**src/design/slf_regs.vh**
```
// register offsets, flag bit positions, opcodes and timing counts of the datapath
`ifndef SLF_REGS_VH
`define SLF_REGS_VH

// register port offsets
`define SLF_OFF_FLAGS      4'h0
`define SLF_OFF_SP_HI      4'h1
`define SLF_OFF_SP_LO      4'h2
`define SLF_OFF_STATUS     4'h3

// flag bit positions in the flag register
`define SLF_FB_CARRY       7
`define SLF_FB_ZERO        6
`define SLF_FB_SIGN        5
`define SLF_FB_OVF         4
`define SLF_FB_DEC         3
`define SLF_FB_HALF        2
`define SLF_FB_USER1       1
`define SLF_FB_USER2       0

// reset values
`define SLF_RST_FLAGS6     6'h00
`define SLF_RST_SP         16'h0000

// opcodes, first byte unless noted
`define SLF_OP_ASHR_R      8'hD0
`define SLF_OP_ASHR_IR     8'hD1
`define SLF_OP_PREFIX      8'h1F
`define SLF_OP_LSHR_R      8'hC0
`define SLF_OP_LSHR_IR     8'hC1
`define SLF_OP_SUB_LO      8'h22
`define SLF_OP_SUB_HI      8'h29
`define SLF_OP_SWAP_R      8'hF0
`define SLF_OP_SWAP_IR     8'hF1
`define SLF_OP_CTST_LO     8'h62
`define SLF_OP_CTST_HI     8'h69
`define SLF_OP_ATST_LO     8'h72
`define SLF_OP_ATST_HI     8'h79
`define SLF_OP_XOR_LO      8'hB2
`define SLF_OP_XOR_HI      8'hB9
`define SLF_OP_TRAP        8'hF2

// timing counts in clock cycles
`define SLF_TRAP_CYCLES    6
`define SLF_FETCH_TRAP     2
`define SLF_FETCH_SRL      3

`endif

```
**src/design/slf_datapath.v**
```verilog
// shift, subtract, swap, test, xor and vector-call datapath with the flag register
//
// Design decisions made here: strobed register access and the register addresses.
`timescale 1ns/1ps
`include "slf_regs.vh"

module slf_datapath #(
	parameter SP_W = 16
) (
	input  wire        mclk,
	input  wire        rst_b,
	// instruction issue
	input  wire        op_valid,
	input  wire        op_prefix,
	input  wire [7:0]  opcode,
	input  wire [7:0]  dst_data,
	input  wire [7:0]  src_data,
	input  wire        irq_entry,
	input  wire        illegal_trap,
	input  wire        interrupt_return,
	input  wire [15:0] cur_pc,
	// data memory for the stack and vectors
	output reg  [15:0] mem_addr,
	output reg  [7:0]  mem_wdata,
	output reg         mem_we,
	output reg         mem_re,
	input  wire [7:0]  mem_rdata,
	// results
	output reg  [7:0]  result,
	output reg         result_we,
	output reg  [15:0] new_pc,
	output reg         pc_load,
	output wire        busy,
	output wire [3:0]  cond_flags,
	// register port
	input  wire [3:0]  reg_addr,
	input  wire [7:0]  reg_wdata,
	input  wire        reg_wr,
	input  wire        reg_rd,
	output reg  [7:0]  reg_rdata
);

////////////////////////////////////////////////////////////////////////////////
// sequencer states, one-hot
localparam [10:0] ST_IDLE = 11'h001;
localparam [10:0] ST_TV1  = 11'h002;
localparam [10:0] ST_TV2  = 11'h004;
localparam [10:0] ST_TV3  = 11'h008;
localparam [10:0] ST_TV4  = 11'h010;
localparam [10:0] ST_TV5  = 11'h020;
localparam [10:0] ST_TV6  = 11'h040;
localparam [10:0] ST_RI1  = 11'h080;
localparam [10:0] ST_RI2  = 11'h100;
localparam [10:0] ST_RI3  = 11'h200;
localparam [10:0] ST_RI4  = 11'h400;
// stack steps at the pointer's own width
localparam [SP_W-1:0] SP_ONE = {{(SP_W-1){1'b0}}, 1'b1};
localparam [SP_W-1:0] SP_TWO = {{(SP_W-2){1'b0}}, 2'b10};

reg [10:0]     state_reg;
reg [10:0]     state_next;
reg [5:0]      stat_reg;
reg [5:0]      stat_next;
reg [1:0]      user_reg;
reg [1:0]      user_next;
reg [SP_W-1:0] sp_reg;
reg [SP_W-1:0] sp_next;
reg [7:0]      vec_reg;
reg [7:0]      vec_next;
reg [15:0]     pcsave_reg;
reg [15:0]     pcsave_next;
reg [7:0]      tmp_reg;
reg [7:0]      tmp_next;

wire [7:0] flags_full;
wire       idle;
wire       is_trap_op;
wire       trap_start;

// flag byte as software and the stack see it
assign flags_full = {stat_reg, user_reg};
assign idle       = state_reg == ST_IDLE;
assign busy       = !idle;
assign is_trap_op = op_valid && !op_prefix && opcode == `SLF_OP_TRAP;
// any of the three trap sources runs the same push sequence
assign trap_start = idle && (is_trap_op || irq_entry || illegal_trap);

// only carry, zero, sign and overflow leave the block as conditions
assign cond_flags = {flags_full[`SLF_FB_CARRY], flags_full[`SLF_FB_ZERO],
	flags_full[`SLF_FB_SIGN], flags_full[`SLF_FB_OVF]};

////////////////////////////////////////////////////////////////////////////////
// alu: result and six status bits; stat index 5..0 = C Z S V D H
reg [7:0] alu_res;
reg       alu_wr;
reg       alu_hit;
reg [5:0] alu_stat;
reg [8:0] diff;
reg [4:0] hdiff;

always @* begin
	alu_res  = 8'h00;
	alu_wr   = 1'b0;
	alu_hit  = 1'b0;
	alu_stat = stat_reg; // unchanged unless an entry says otherwise
	diff     = {1'b0, dst_data} - {1'b0, src_data};
	hdiff    = {1'b0, dst_data[3:0]} - {1'b0, src_data[3:0]};
	if (op_valid && idle && op_prefix) begin
		if (opcode == `SLF_OP_LSHR_R || opcode == `SLF_OP_LSHR_IR) begin
			alu_res     = {1'b0, dst_data[7:1]};
			alu_wr      = 1'b1;
			alu_hit     = 1'b1;
			alu_stat[5] = dst_data[0];
			alu_stat[4] = alu_res == 8'h00;
			alu_stat[3] = 1'b0;
			alu_stat[2] = dst_data[7] ^ alu_res[7]; // sign change of the operand
		end
	end else if (op_valid && idle) begin
		if (opcode == `SLF_OP_ASHR_R || opcode == `SLF_OP_ASHR_IR) begin
			alu_res     = {dst_data[7], dst_data[7:1]};
			alu_wr      = 1'b1;
			alu_hit     = 1'b1;
			alu_stat[5] = dst_data[0];
			alu_stat[4] = alu_res == 8'h00;
			alu_stat[3] = alu_res[7];
			alu_stat[2] = 1'b0;
		end else if (opcode >= `SLF_OP_SUB_LO && opcode <= `SLF_OP_SUB_HI) begin
			alu_res     = diff[7:0];
			alu_wr      = 1'b1;
			alu_hit     = 1'b1;
			alu_stat[5] = diff[8];
			alu_stat[4] = diff[7:0] == 8'h00;
			alu_stat[3] = diff[7];
			alu_stat[2] = (dst_data[7] ^ src_data[7]) & (dst_data[7] ^ diff[7]);
			alu_stat[1] = 1'b1;
			alu_stat[0] = hdiff[4];
		end else if (opcode == `SLF_OP_SWAP_R || opcode == `SLF_OP_SWAP_IR) begin
			// carry and overflow undefined: left as they were
			alu_res     = {dst_data[3:0], dst_data[7:4]};
			alu_wr      = 1'b1;
			alu_hit     = 1'b1;
			alu_stat[4] = alu_res == 8'h00;
			alu_stat[3] = alu_res[7];
		end else if (opcode >= `SLF_OP_CTST_LO && opcode <= `SLF_OP_CTST_HI) begin
			alu_res     = ~dst_data & src_data;
			alu_hit     = 1'b1;
			alu_stat[4] = alu_res == 8'h00;
			alu_stat[3] = alu_res[7];
			alu_stat[2] = 1'b0;
		end else if (opcode >= `SLF_OP_ATST_LO && opcode <= `SLF_OP_ATST_HI) begin
			alu_res     = dst_data & src_data;
			alu_hit     = 1'b1;
			alu_stat[4] = alu_res == 8'h00;
			alu_stat[3] = alu_res[7];
			alu_stat[2] = 1'b0;
		end else if (opcode >= `SLF_OP_XOR_LO && opcode <= `SLF_OP_XOR_HI) begin
			alu_res     = dst_data ^ src_data;
			alu_wr      = 1'b1;
			alu_hit     = 1'b1;
			alu_stat[4] = alu_res == 8'h00;
			alu_stat[3] = alu_res[7];
			alu_stat[2] = 1'b0;
		end
	end
end

////////////////////////////////////////////////////////////////////////////////
// sequencer for vector call, trap, interrupt entry and interrupt return
always @* begin
	state_next  = state_reg;
	stat_next   = stat_reg;
	user_next   = user_reg;
	sp_next     = sp_reg;
	vec_next    = vec_reg;
	pcsave_next = pcsave_reg;
	tmp_next    = tmp_reg;
	// explicit write from software; arithmetic never touches the user bits
	if (reg_wr && reg_addr == `SLF_OFF_FLAGS) begin
		stat_next = reg_wdata[7:2];
		user_next = reg_wdata[1:0];
	end
	if (reg_wr && reg_addr == `SLF_OFF_SP_HI && idle)
		sp_next = {reg_wdata, sp_reg[7:0]};
	if (reg_wr && reg_addr == `SLF_OFF_SP_LO && idle)
		sp_next = {sp_reg[SP_W-1:8], reg_wdata};
	// an instruction result outranks a software write in the same cycle
	if (alu_hit)
		stat_next = alu_stat;
	case (state_reg)
	ST_IDLE: begin
		if (trap_start) begin
			vec_next    = src_data;
			pcsave_next = cur_pc;
			sp_next     = sp_reg - SP_TWO;
			state_next  = ST_TV1;
		end else if (interrupt_return) begin
			state_next = ST_RI1;
		end
	end
	ST_TV1: state_next = ST_TV2;
	ST_TV2: begin
		tmp_next   = mem_rdata; // vector high byte
		state_next = ST_TV3;
	end
	ST_TV3: state_next = ST_TV4;
	ST_TV4: begin
		sp_next    = sp_reg - SP_ONE;
		state_next = ST_TV5;
	end
	ST_TV5: state_next = ST_TV6;
	ST_TV6: state_next = ST_IDLE;
	ST_RI1: begin
		sp_next    = sp_reg + SP_ONE;
		state_next = ST_RI2;
	end
	ST_RI2: begin
		// flag byte popped back, user bits included
		stat_next  = mem_rdata[7:2];
		user_next  = mem_rdata[1:0];
		sp_next    = sp_reg + SP_ONE;
		state_next = ST_RI3;
	end
	ST_RI3: begin
		tmp_next   = mem_rdata;
		sp_next    = sp_reg + SP_ONE;
		state_next = ST_RI4;
	end
	ST_RI4: state_next = ST_IDLE;
	default: state_next = ST_IDLE;
	endcase
end

// state, flags and stack pointer; user bits sit outside the reset branch
always @(posedge mclk) begin
	if (!rst_b) begin
		state_reg  <= ST_IDLE;
		stat_reg   <= `SLF_RST_FLAGS6;
		sp_reg     <= `SLF_RST_SP;
		vec_reg    <= 8'h00;
		pcsave_reg <= 16'h0000;
		tmp_reg    <= 8'h00;
	end else begin
		state_reg  <= state_next;
		stat_reg   <= stat_next;
		sp_reg     <= sp_next;
		vec_reg    <= vec_next;
		pcsave_reg <= pcsave_next;
		tmp_reg    <= tmp_next;
	end
end

// no defined power-up value and untouched by reset
always @(posedge mclk) begin
	user_reg <= user_next;
end

////////////////////////////////////////////////////////////////////////////////
// memory strobes, registered; mem_we stays high through TV4-TV5 and mem_re through RI1-RI3, one access per cycle
always @(posedge mclk) begin
	if (!rst_b) begin
		mem_addr  <= 16'h0000;
		mem_wdata <= 8'h00;
		mem_we    <= 1'b0;
		mem_re    <= 1'b0;
	end else begin
		mem_we <= 1'b0;
		mem_re <= 1'b0;
		case (state_next)
		ST_TV1: begin
			mem_addr <= {8'h00, src_data}; // vector high byte
			mem_re   <= 1'b1;
		end
		ST_TV2: begin
			mem_addr  <= sp_reg[15:0];
			mem_wdata <= pcsave_reg[15:8];
			mem_we    <= 1'b1;
		end
		ST_TV3: begin
			mem_addr <= {8'h00, vec_reg + 8'h01};
			mem_re   <= 1'b1;
		end
		ST_TV4: begin
			mem_addr  <= sp_reg[15:0] + 16'h0001;
			mem_wdata <= pcsave_reg[7:0];
			mem_we    <= 1'b1;
		end
		ST_TV5: begin
			mem_addr  <= sp_next[15:0];
			mem_wdata <= flags_full;
			mem_we    <= 1'b1;
		end
		ST_RI1, ST_RI2, ST_RI3: begin
			mem_addr <= sp_next[15:0]; // flag byte, then pc high, then pc low
			mem_re   <= 1'b1;
		end
		default: begin
			mem_addr <= mem_addr;
		end
		endcase
	end
end

////////////////////////////////////////////////////////////////////////////////
// results, new program counter and register read data
always @(posedge mclk) begin
	if (!rst_b) begin
		result    <= 8'h00;
		result_we <= 1'b0;
		new_pc    <= 16'h0000;
		pc_load   <= 1'b0;
		reg_rdata <= 8'h00;
	end else begin
		result_we <= alu_wr;
		pc_load   <= 1'b0;
		if (alu_hit)
			result <= alu_res;
		// vector low byte stands only in the cycle after its read: latch it there
		if (state_reg == ST_TV4)
			new_pc <= {tmp_reg, mem_rdata};
		if (state_reg == ST_TV5)
			pc_load <= 1'b1;
		if (state_reg == ST_RI4) begin
			new_pc  <= {tmp_reg, mem_rdata};
			pc_load <= 1'b1;
		end
		if (reg_rd) begin
			case (reg_addr)
			`SLF_OFF_FLAGS:  reg_rdata <= flags_full;
			`SLF_OFF_SP_HI:  reg_rdata <= sp_reg[15:8];
			`SLF_OFF_SP_LO:  reg_rdata <= sp_reg[7:0];
			`SLF_OFF_STATUS: reg_rdata <= {7'h00, busy};
			default:         reg_rdata <= 8'h00;
			endcase
		end
	end
end

endmodule

```
**config.mk**
```make
export PLATFORM = sky130hd
export DESIGN_NAME = slf_datapath
export DESIGN_NICKNAME = d
export VERILOG_FILES = /design/src/design/slf_datapath.v
export VERILOG_INCLUDE_DIRS = /design/src /design/src/design
export SDC_FILE = /design/constraint.sdc
export NUM_CORES = 1
export LEC_CHECK = 0
export ABC_AREA = 1
export BUFFER_PORTS_ARGS = -buffer_cell sky130_fd_sc_hd__buf_2
export CORE_MARGIN = 8
export CORE_UTILIZATION = 40
export CTS_CLUSTER_DIAMETER = 50
export DETAILED_ROUTE_END_ITERATION = 6
export PLACE_DENSITY_LB_ADDON = 0.1
export SLEW_MARGIN = 20
export SYNTH_ARGS = -nofsm -noshare
export SYNTH_HDL_FRONTEND = slang
export SYNTH_SLANG_ARGS = --single-unit
```
**constraint.sdc**
```tcl
create_clock -name mclk -period 2.8 [get_ports mclk]
set_input_delay 0.56 -clock mclk [delete_from_list [all_inputs] [get_ports mclk]]
set_output_delay 0.56 -clock mclk [all_outputs]
set_load 0.02 [all_outputs]
```
# [Word level (Yosys, flattened, before mapping)]
# Index checks and enable logic that the tools add are counted.
[totals] regBits=127 in_bits=69 output_inout_bits=65 wordCells=182
[op_classes] add_sub_neg=6 order_cmp=8 n_eq_ne=38 n_mux=60 bitwise_logic=7 reduce_logical=44
[ops] op="case mux 11 bit (9 select lines)" count=1
[ops] op="2-to-1 mux 16 bit" count=5
[ops] op="case mux 16 bit (5 select lines)" count=1
[ops] op="2-to-1 mux 8 bit" count=8
[ops] op="== test 8 bit, second input constant" count=7
[ops] op="logical NOT 8 bit" count=6
[ops] op="case mux 16 bit (3 select lines)" count=1
[ops] op="case mux 8 bit (4 select lines)" count=1
[ops] op="2-to-1 mux 6 bit" count=4
[ops] op="case mux 8 bit (3 select lines)" count=1
[ops] op="== test 11 x 10 -> 1 bit, second input constant" count=2
[ops] op="== test 11 x 2 -> 1 bit, second input constant" count=2
[ops] op="== test 11 x 3 -> 1 bit, second input constant" count=2
[ops] op="== test 11 x 4 -> 1 bit, second input constant" count=2
[ops] op="== test 11 x 5 -> 1 bit, second input constant" count=2
[ops] op="== test 11 x 6 -> 1 bit, second input constant" count=2
[ops] op="== test 11 x 8 -> 1 bit, second input constant" count=2
[ops] op="== test 11 x 9 -> 1 bit, second input constant" count=2
[ops] op="2-to-1 mux 1 bit" count=22
[ops] op="2-to-1 mux 11 bit" count=2
[ops] op="adder 16 x 1 -> 16 bit, second input constant" count=1
[ops] op="bitwise AND 8 bit" count=2
[ops] op=">= comparator 8 x 7 -> 1 bit, second input constant" count=2
[ops] op="less-or-equal comparator 8 x 7 -> 1 bit, second input constant" count=2
[ops] op="44 further kinds" count=81

# [Longest topological paths before layout]
[depth] ltp_word=12 mapped_depth=16

# [Worst setup path after synthesis]
# No wires, ideal clock.
[synth_path] path_type="in2reg" from="in dst_data[0]" to="reg stat_reg[4]" setup_ns=0.070 arrival_time_ns=2.103 t_required_ns=2.730 path_slack_ns=0.627 cell_stages=14 path_buffers=0 path_cell_list="inv_1 -> ha_1 -> inv_1 -> fa_1 -> nand3_1 -> nand2_1 -> nand3_1 -> nand2_1 -> xor2_1 -> nor2_1 -> nand3_1 -> nand3b_1 -> nand3_1 -> a21oi_1"
[synth_between] elab_chain_len=12 elab_cells_between_ends=20
[synth_lines] item="start: declaration" line="slf_datapath.v:16" text="input wire [7:0] dst_data,"
[synth_lines] item="parallel branches: the longest is 6 deep, another holds subtractor 8 x 8 -> 9 bit"
[synth_lines] item="2-to-1 mux 3 bit (*)" line="slf_datapath.v:127" text="end else if (opcode >= `SLF_OP_SUB_LO && opcode <= `SLF_OP_SUB_HI) begin"
[synth_lines] item="2-to-1 mux 4 bit (*)" line="slf_datapath.v:119" text="if (opcode == `SLF_OP_ASHR_R || opcode == `SLF_OP_ASHR_IR) begin"
[synth_lines] item="2-to-1 mux 6 bit (*)" line="slf_datapath.v:118" text="end else if (op_valid && idle) begin"
[synth_lines] item="2-to-1 mux 4 bit (*)" line="slf_datapath.v:108" text="if (op_valid && idle && op_prefix) begin"
[synth_lines] item="2-to-1 mux 6 bit (*)" line="slf_datapath.v:187" text="if (alu_hit)"
[synth_lines] item="2-to-1 mux 6 bit (*)" line="slf_datapath.v:189" text="case (state_reg)"
[synth_lines] item="end signal: assignment" line="slf_datapath.v:237" text="stat_reg <= `SLF_RST_FLAGS6;"
[synth_lines] item="end signal: assignment" line="slf_datapath.v:244" text="stat_reg <= stat_next;"
[synth_lines] item="end: declaration" line="slf_datapath.v:62" text="reg [5:0] stat_reg;"
# Mark *: on every way between the ends. The select of a mux whose other input is x is not followed.
# A chain may end at the register's enable or synchronous reset.

# [Final worst setup path]
[layout_path] from="reg state_reg[3]" to="reg mem_addr[10]"
[layout_between] elab_chain_len=7 elab_cells_between_ends=31
[layout_lines] item="start: declaration" line="slf_datapath.v:60" text="reg [10:0] state_reg;"
[layout_lines] item="start signal: assignment" line="slf_datapath.v:243" text="state_reg <= state_next;"
[layout_lines] item="== test 11 x 1 -> 1 bit" line="slf_datapath.v:82, slf_datapath.v:189"
[layout_lines] item="logical AND 1 bit (on tied branches)" line="slf_datapath.v:86, slf_datapath.v:182"
[layout_lines] item="2-to-1 mux 11 bit or 2-to-1 mux 16 bit (tied branches)" line="slf_datapath.v:191, slf_datapath.v:182"
[layout_lines] item="case mux 11 bit (9 select lines) or 2-to-1 mux 16 bit (tied branches)" line="slf_datapath.v:189, slf_datapath.v:184"
[layout_lines] item="== test 11 x 8 -> 1 bit (tied with other cells)" line="slf_datapath.v:268" text="case (state_next)"
[layout_lines] item="OR reduction 4 bit (no source line) or case mux 16 bit (3 select lines) (tied branches)"
[layout_lines] item="case mux 16 bit (5 select lines) or nonzero test 5 bit (tied branches)"
[layout_lines] item="end signal: assignment" line="slf_datapath.v:270" text="mem_addr <= {8'h00, src_data};"
[layout_lines] item="end signal: assignment" line="slf_datapath.v:274" text="mem_addr <= sp_reg[15:0];"
[layout_lines] item="end signal: assignment" line="slf_datapath.v:279" text="mem_addr <= {8'h00, vec_reg + 8'h01};"
[layout_lines] item="end: declaration" line="slf_datapath.v:23" text="output reg [15:0] mem_addr,"
# Parallel ways exist; a longest one is shown, timed or not.

==> impl_summary.log <==
[metrics] status: finished clean
[metrics] detailed-routing iteration count for the pre-antenna-repair pass: 5
[metrics] final critical-path required period: 2.41 ns
[metrics] share of Yosys cell area claimed by the top area cell type: 0.291
[metrics] Main synth FF type: dfxtp_1
[metrics] number of DRC violations after detailed routing: 0
[metrics] placement row count: 53
[metrics] cells along the critical path: nor2_1, nand3_1, nor2_2, nand2_2, nand2_1, nor2_4, nor2_4, inv_1, nand3_1, nand4_1, nand2_1, nand3_1, nand2_1, inv_1
[metrics] count of endpoints failing setup in the final report: 0
[metrics] total gr overflow: 0
[metrics] launching point of the worst reg2reg path: state_reg[3]$_SDFF_PN0_
[metrics] maximum number of pins on one net before global-route repair: 65
[metrics] timing startpoint of the critical path: state_reg[3]$_SDFF_PN0_
[metrics] Num CTS Buffers: 17
[metrics] critical path's top delay family: simple AND/OR/NAND/NOR gates
[metrics] number of storage elements in the synthesis netlist: 127
[metrics] die outline area: 26400 um2
[metrics] Iteration-0 DRC Markers: 666
[metrics] final routed wirelength across all metal layers: 32900 um
[metrics] sequential fraction of the synthesis area: 0.298
[metrics] required time of the critical path: 3.17 ns
[metrics] Worst Hold Launch: cur_pc[14]
[metrics] number of buffers inserted by hold repair at cts: 0
[metrics] CP max stage cell: nor2_4
[metrics] number of vias in the routed layout: 9315
[metrics] number of antenna violations at the first check in global routing: 1
[metrics] final worst clock skew: 0.0160 ns
[metrics] cell count after synthesis: 1313
[metrics] insertion delay to the later sink of the worst-skew pair: 0.44 ns
[metrics] standby leakage power: 4.96 nW
[metrics] antenna viol nets, final: 0
[metrics] Worst EP arrival: 2.78 ns
[metrics] Horiz. Die Dim: 163 um
[metrics] global-route wire length before repair: 51500 um
[metrics] Top Ports: 134
[metrics] clock-pin slew of the registers on the worst-case setup and hold paths: 0.08 ns
[metrics] Core Box Area: 21000 um2
[metrics] die outline height: 163 um
[metrics] fraction of final layout cells sized beyond drive strength 1: 0.181
[metrics] buffer cell driving the clock tree root: clkbuf_16
[metrics] Cell variety after synth: 57
[metrics] starting density of the core: 0.409
[metrics] CP peak stage delay: 0.41 ns
[metrics] pin slew with the least headroom to its limit: 0.565 ns
[metrics] critical path startpoint category: register
[metrics] max-capacitance violation count: 0
[metrics] top post-synthesis cells by area: dfxtp_1 (29%), nand2_1 (12%), inv_1 (6.4%)
[metrics] GPL Wtd Cong: 0.973
[metrics] Peak Freq: 415 MHz
[metrics] count of nets after finishing: 1540
[metrics] count of yosys warnings during synthesis: 0
[metrics] Avg Synthesized Cell Area: 6.54 um2
[metrics] Worst IR Drop VDD: 0.365 mV
[metrics] clock net sink count: 127
[metrics] synth-to-layout area growth: 18.2%
[metrics] total setup buffers inserted after CTS: 0
[metrics] Final Slew Violations: 0
[metrics] hpwl dp: 24800 um
[metrics] cell area power density: 685 nW/um2
[metrics] Worst setup EP type: register
[metrics] Hold Path Class: input pin to register
[metrics] hold slack: 0.376 ns
[metrics] post-route clock period utilization: 0.860
[metrics] area of the mapped netlist: 8590 um2
[metrics] worst-case headroom to the max-slew limit: 0.623
[metrics] number of enable-type register cells in the synthesized netlist: 2
[metrics] library cell with the largest summed area after synthesis: dfxtp_1
[metrics] async set or reset register ratio after synthesis: 0
[metrics] Resize count post-CTS: 0
[metrics] net count after synthesis: 1412
[metrics] Crit Path Class: register to register
[metrics] worst path bufs/invs: 2
[metrics] Clock Tree Buf Depth: 2
[metrics] final count of hold timing violations: 0
[metrics] overall routing resource usage: 0.248
[metrics] CP max FO: 13
[metrics] sum of negative setup slack: 0 ns
[metrics] average detailed-routed wire length per instance: 19.0 um
[metrics] CTS tree: yes
[metrics] n_diodes: 0
[metrics] unrepaired setup endpoints after global routing: false
[metrics] count of port buffers added during placement: 133
[metrics] H-tree levels: 4
[metrics] number of global-route vias before repair: 9256
[metrics] routed via count divided by cell count: 5.39
[path summary, 6_finish.rpt]
| kind | to | slack [ns] | cells past startpoint |
|---|---|---|---|
| worst max register to register | mem_addr[10]$_SDFFE_PN0P_ | 0.39 | 14 |
| worst min register to register | new_pc[14]$_SDFFE_PN0P_ | 0.46 | 2 |
| worst min-delay path | pcsave_reg[14]$_SDFFE_PN0P_ | 0.38 | 3 |
| worst max-delay path | mem_addr[10]$_SDFFE_PN0P_ | 0.39 | 14 |
[tightest hold or removal path: stages]
cell	delay [ns]
buf_2	0.07
o21ai_0	0.07
nor2_1	0.08
[cell usage in the layout (no fill, tap or decap), types with 5 or more instances in the layout]
master / n
buf_2: 133
inv_1: 146
nor2_2: 8
buf_4: 27
xor2_1: 22
nand3_1: 109
nand2_2: 13
nor4_1: 6
nand4_1: 22
ha_1: 29
nand3b_1: 7
nor2_4: 7
a21oi_1: 102
o221ai_1: 5
o211ai_1: 7
inv_2: 8
inv_8: 7
a211oi_1: 11
dfxtp_1: 125
o22ai_1: 20
xnor2_1: 6
or2_2: 5
nand2_1: 277
o21ai_1: 22
nor2_1: 139
nor3_1: 22
clkbuf_16: 17
o21ai_0: 87
o21ai_2: 5
nand3_2: 6
[layer usage]
metal,share of wire,global-route usage
met3,0.059,0.0422
met5,0,0
met1,0.44,0.316
met2,0.47,0.418
met4,0.026,0.0813
[synthesized netlist by cell type (6+ instances only)]
| master | instances |
|---|---|
| nor2_2 | 8 |
| nor4_1 | 6 |
| dfxtp_1 | 125 |
| nand3_1 | 109 |
| nor2_1 | 139 |
| nor3_1 | 22 |
| o211ai_1 | 7 |
| inv_1 | 146 |
| xor2_1 | 22 |
| nand3_2 | 6 |
| clkbuf_1 | 22 |
| a21oi_1 | 102 |
| nand3b_1 | 7 |
| o21ai_1 | 22 |
| buf_2 | 19 |
| inv_2 | 8 |
| nor2_4 | 7 |
| o22ai_1 | 20 |
| xnor2_1 | 6 |
| o21ai_0 | 87 |
| nand2_1 | 277 |
| a211oi_1 | 11 |
| nand4_1 | 22 |
| ha_1 | 29 |
| nand2_2 | 13 |
[per-stage QoR]
stage	area, um2	worst slack [ns]	total power, mW	std cells	utilization
6_report	10200	0.393	6.95	1729	0.483
5_1_grt	10200	0.229	7.39	1729	0.483
4_1_cts	10200	0.435	6.94	1729	0.483
3_5_place_dp	9570	0.205	4.70	1697	0.455
3_3_place_gp	9570	0.253	4.69	1697	0.455
2_1_floorplan	8590	0.627	3.95	1313	-
[area by class of cell]
cell class              count  area, um2
well taps                 275        344
multi-input cells         976       5160
clock buffers              17        425
clock inverters            15        161
inverters                 157        591
flip-flops and latches    127       2560
repair buffers            162        908
fillers                  2234      10900
[kinds of logic after synthesis]
group | after synthesis | synth area share
AND/OR/NAND/NOR | 641 | 0.347
adder cells (fa/ha/maj) | 30 | 0.0446
buffers and inverters | 210 | 0.101
AO/OA/AOI/OAI | 276 | 0.180
XOR/XNOR | 28 | 0.0286
flip-flops | 127 | 0.298
multiplexers | 1 | 0.00117
[power by group]
part / total [mW] / switching, mW / leakage (nW) / internal (mW)
Combinational: 2.48 / 1.68 / 3.64 / 0.804
Clock: 2.25 / 1.05 / 0.284 / 1.20
Sequential: 2.22 / 0.212 / 1.04 / 2.00
Total: 6.95 / 2.95 / 4.96 / 4.01
Note: power is estimated with default switching activity, not from simulation.
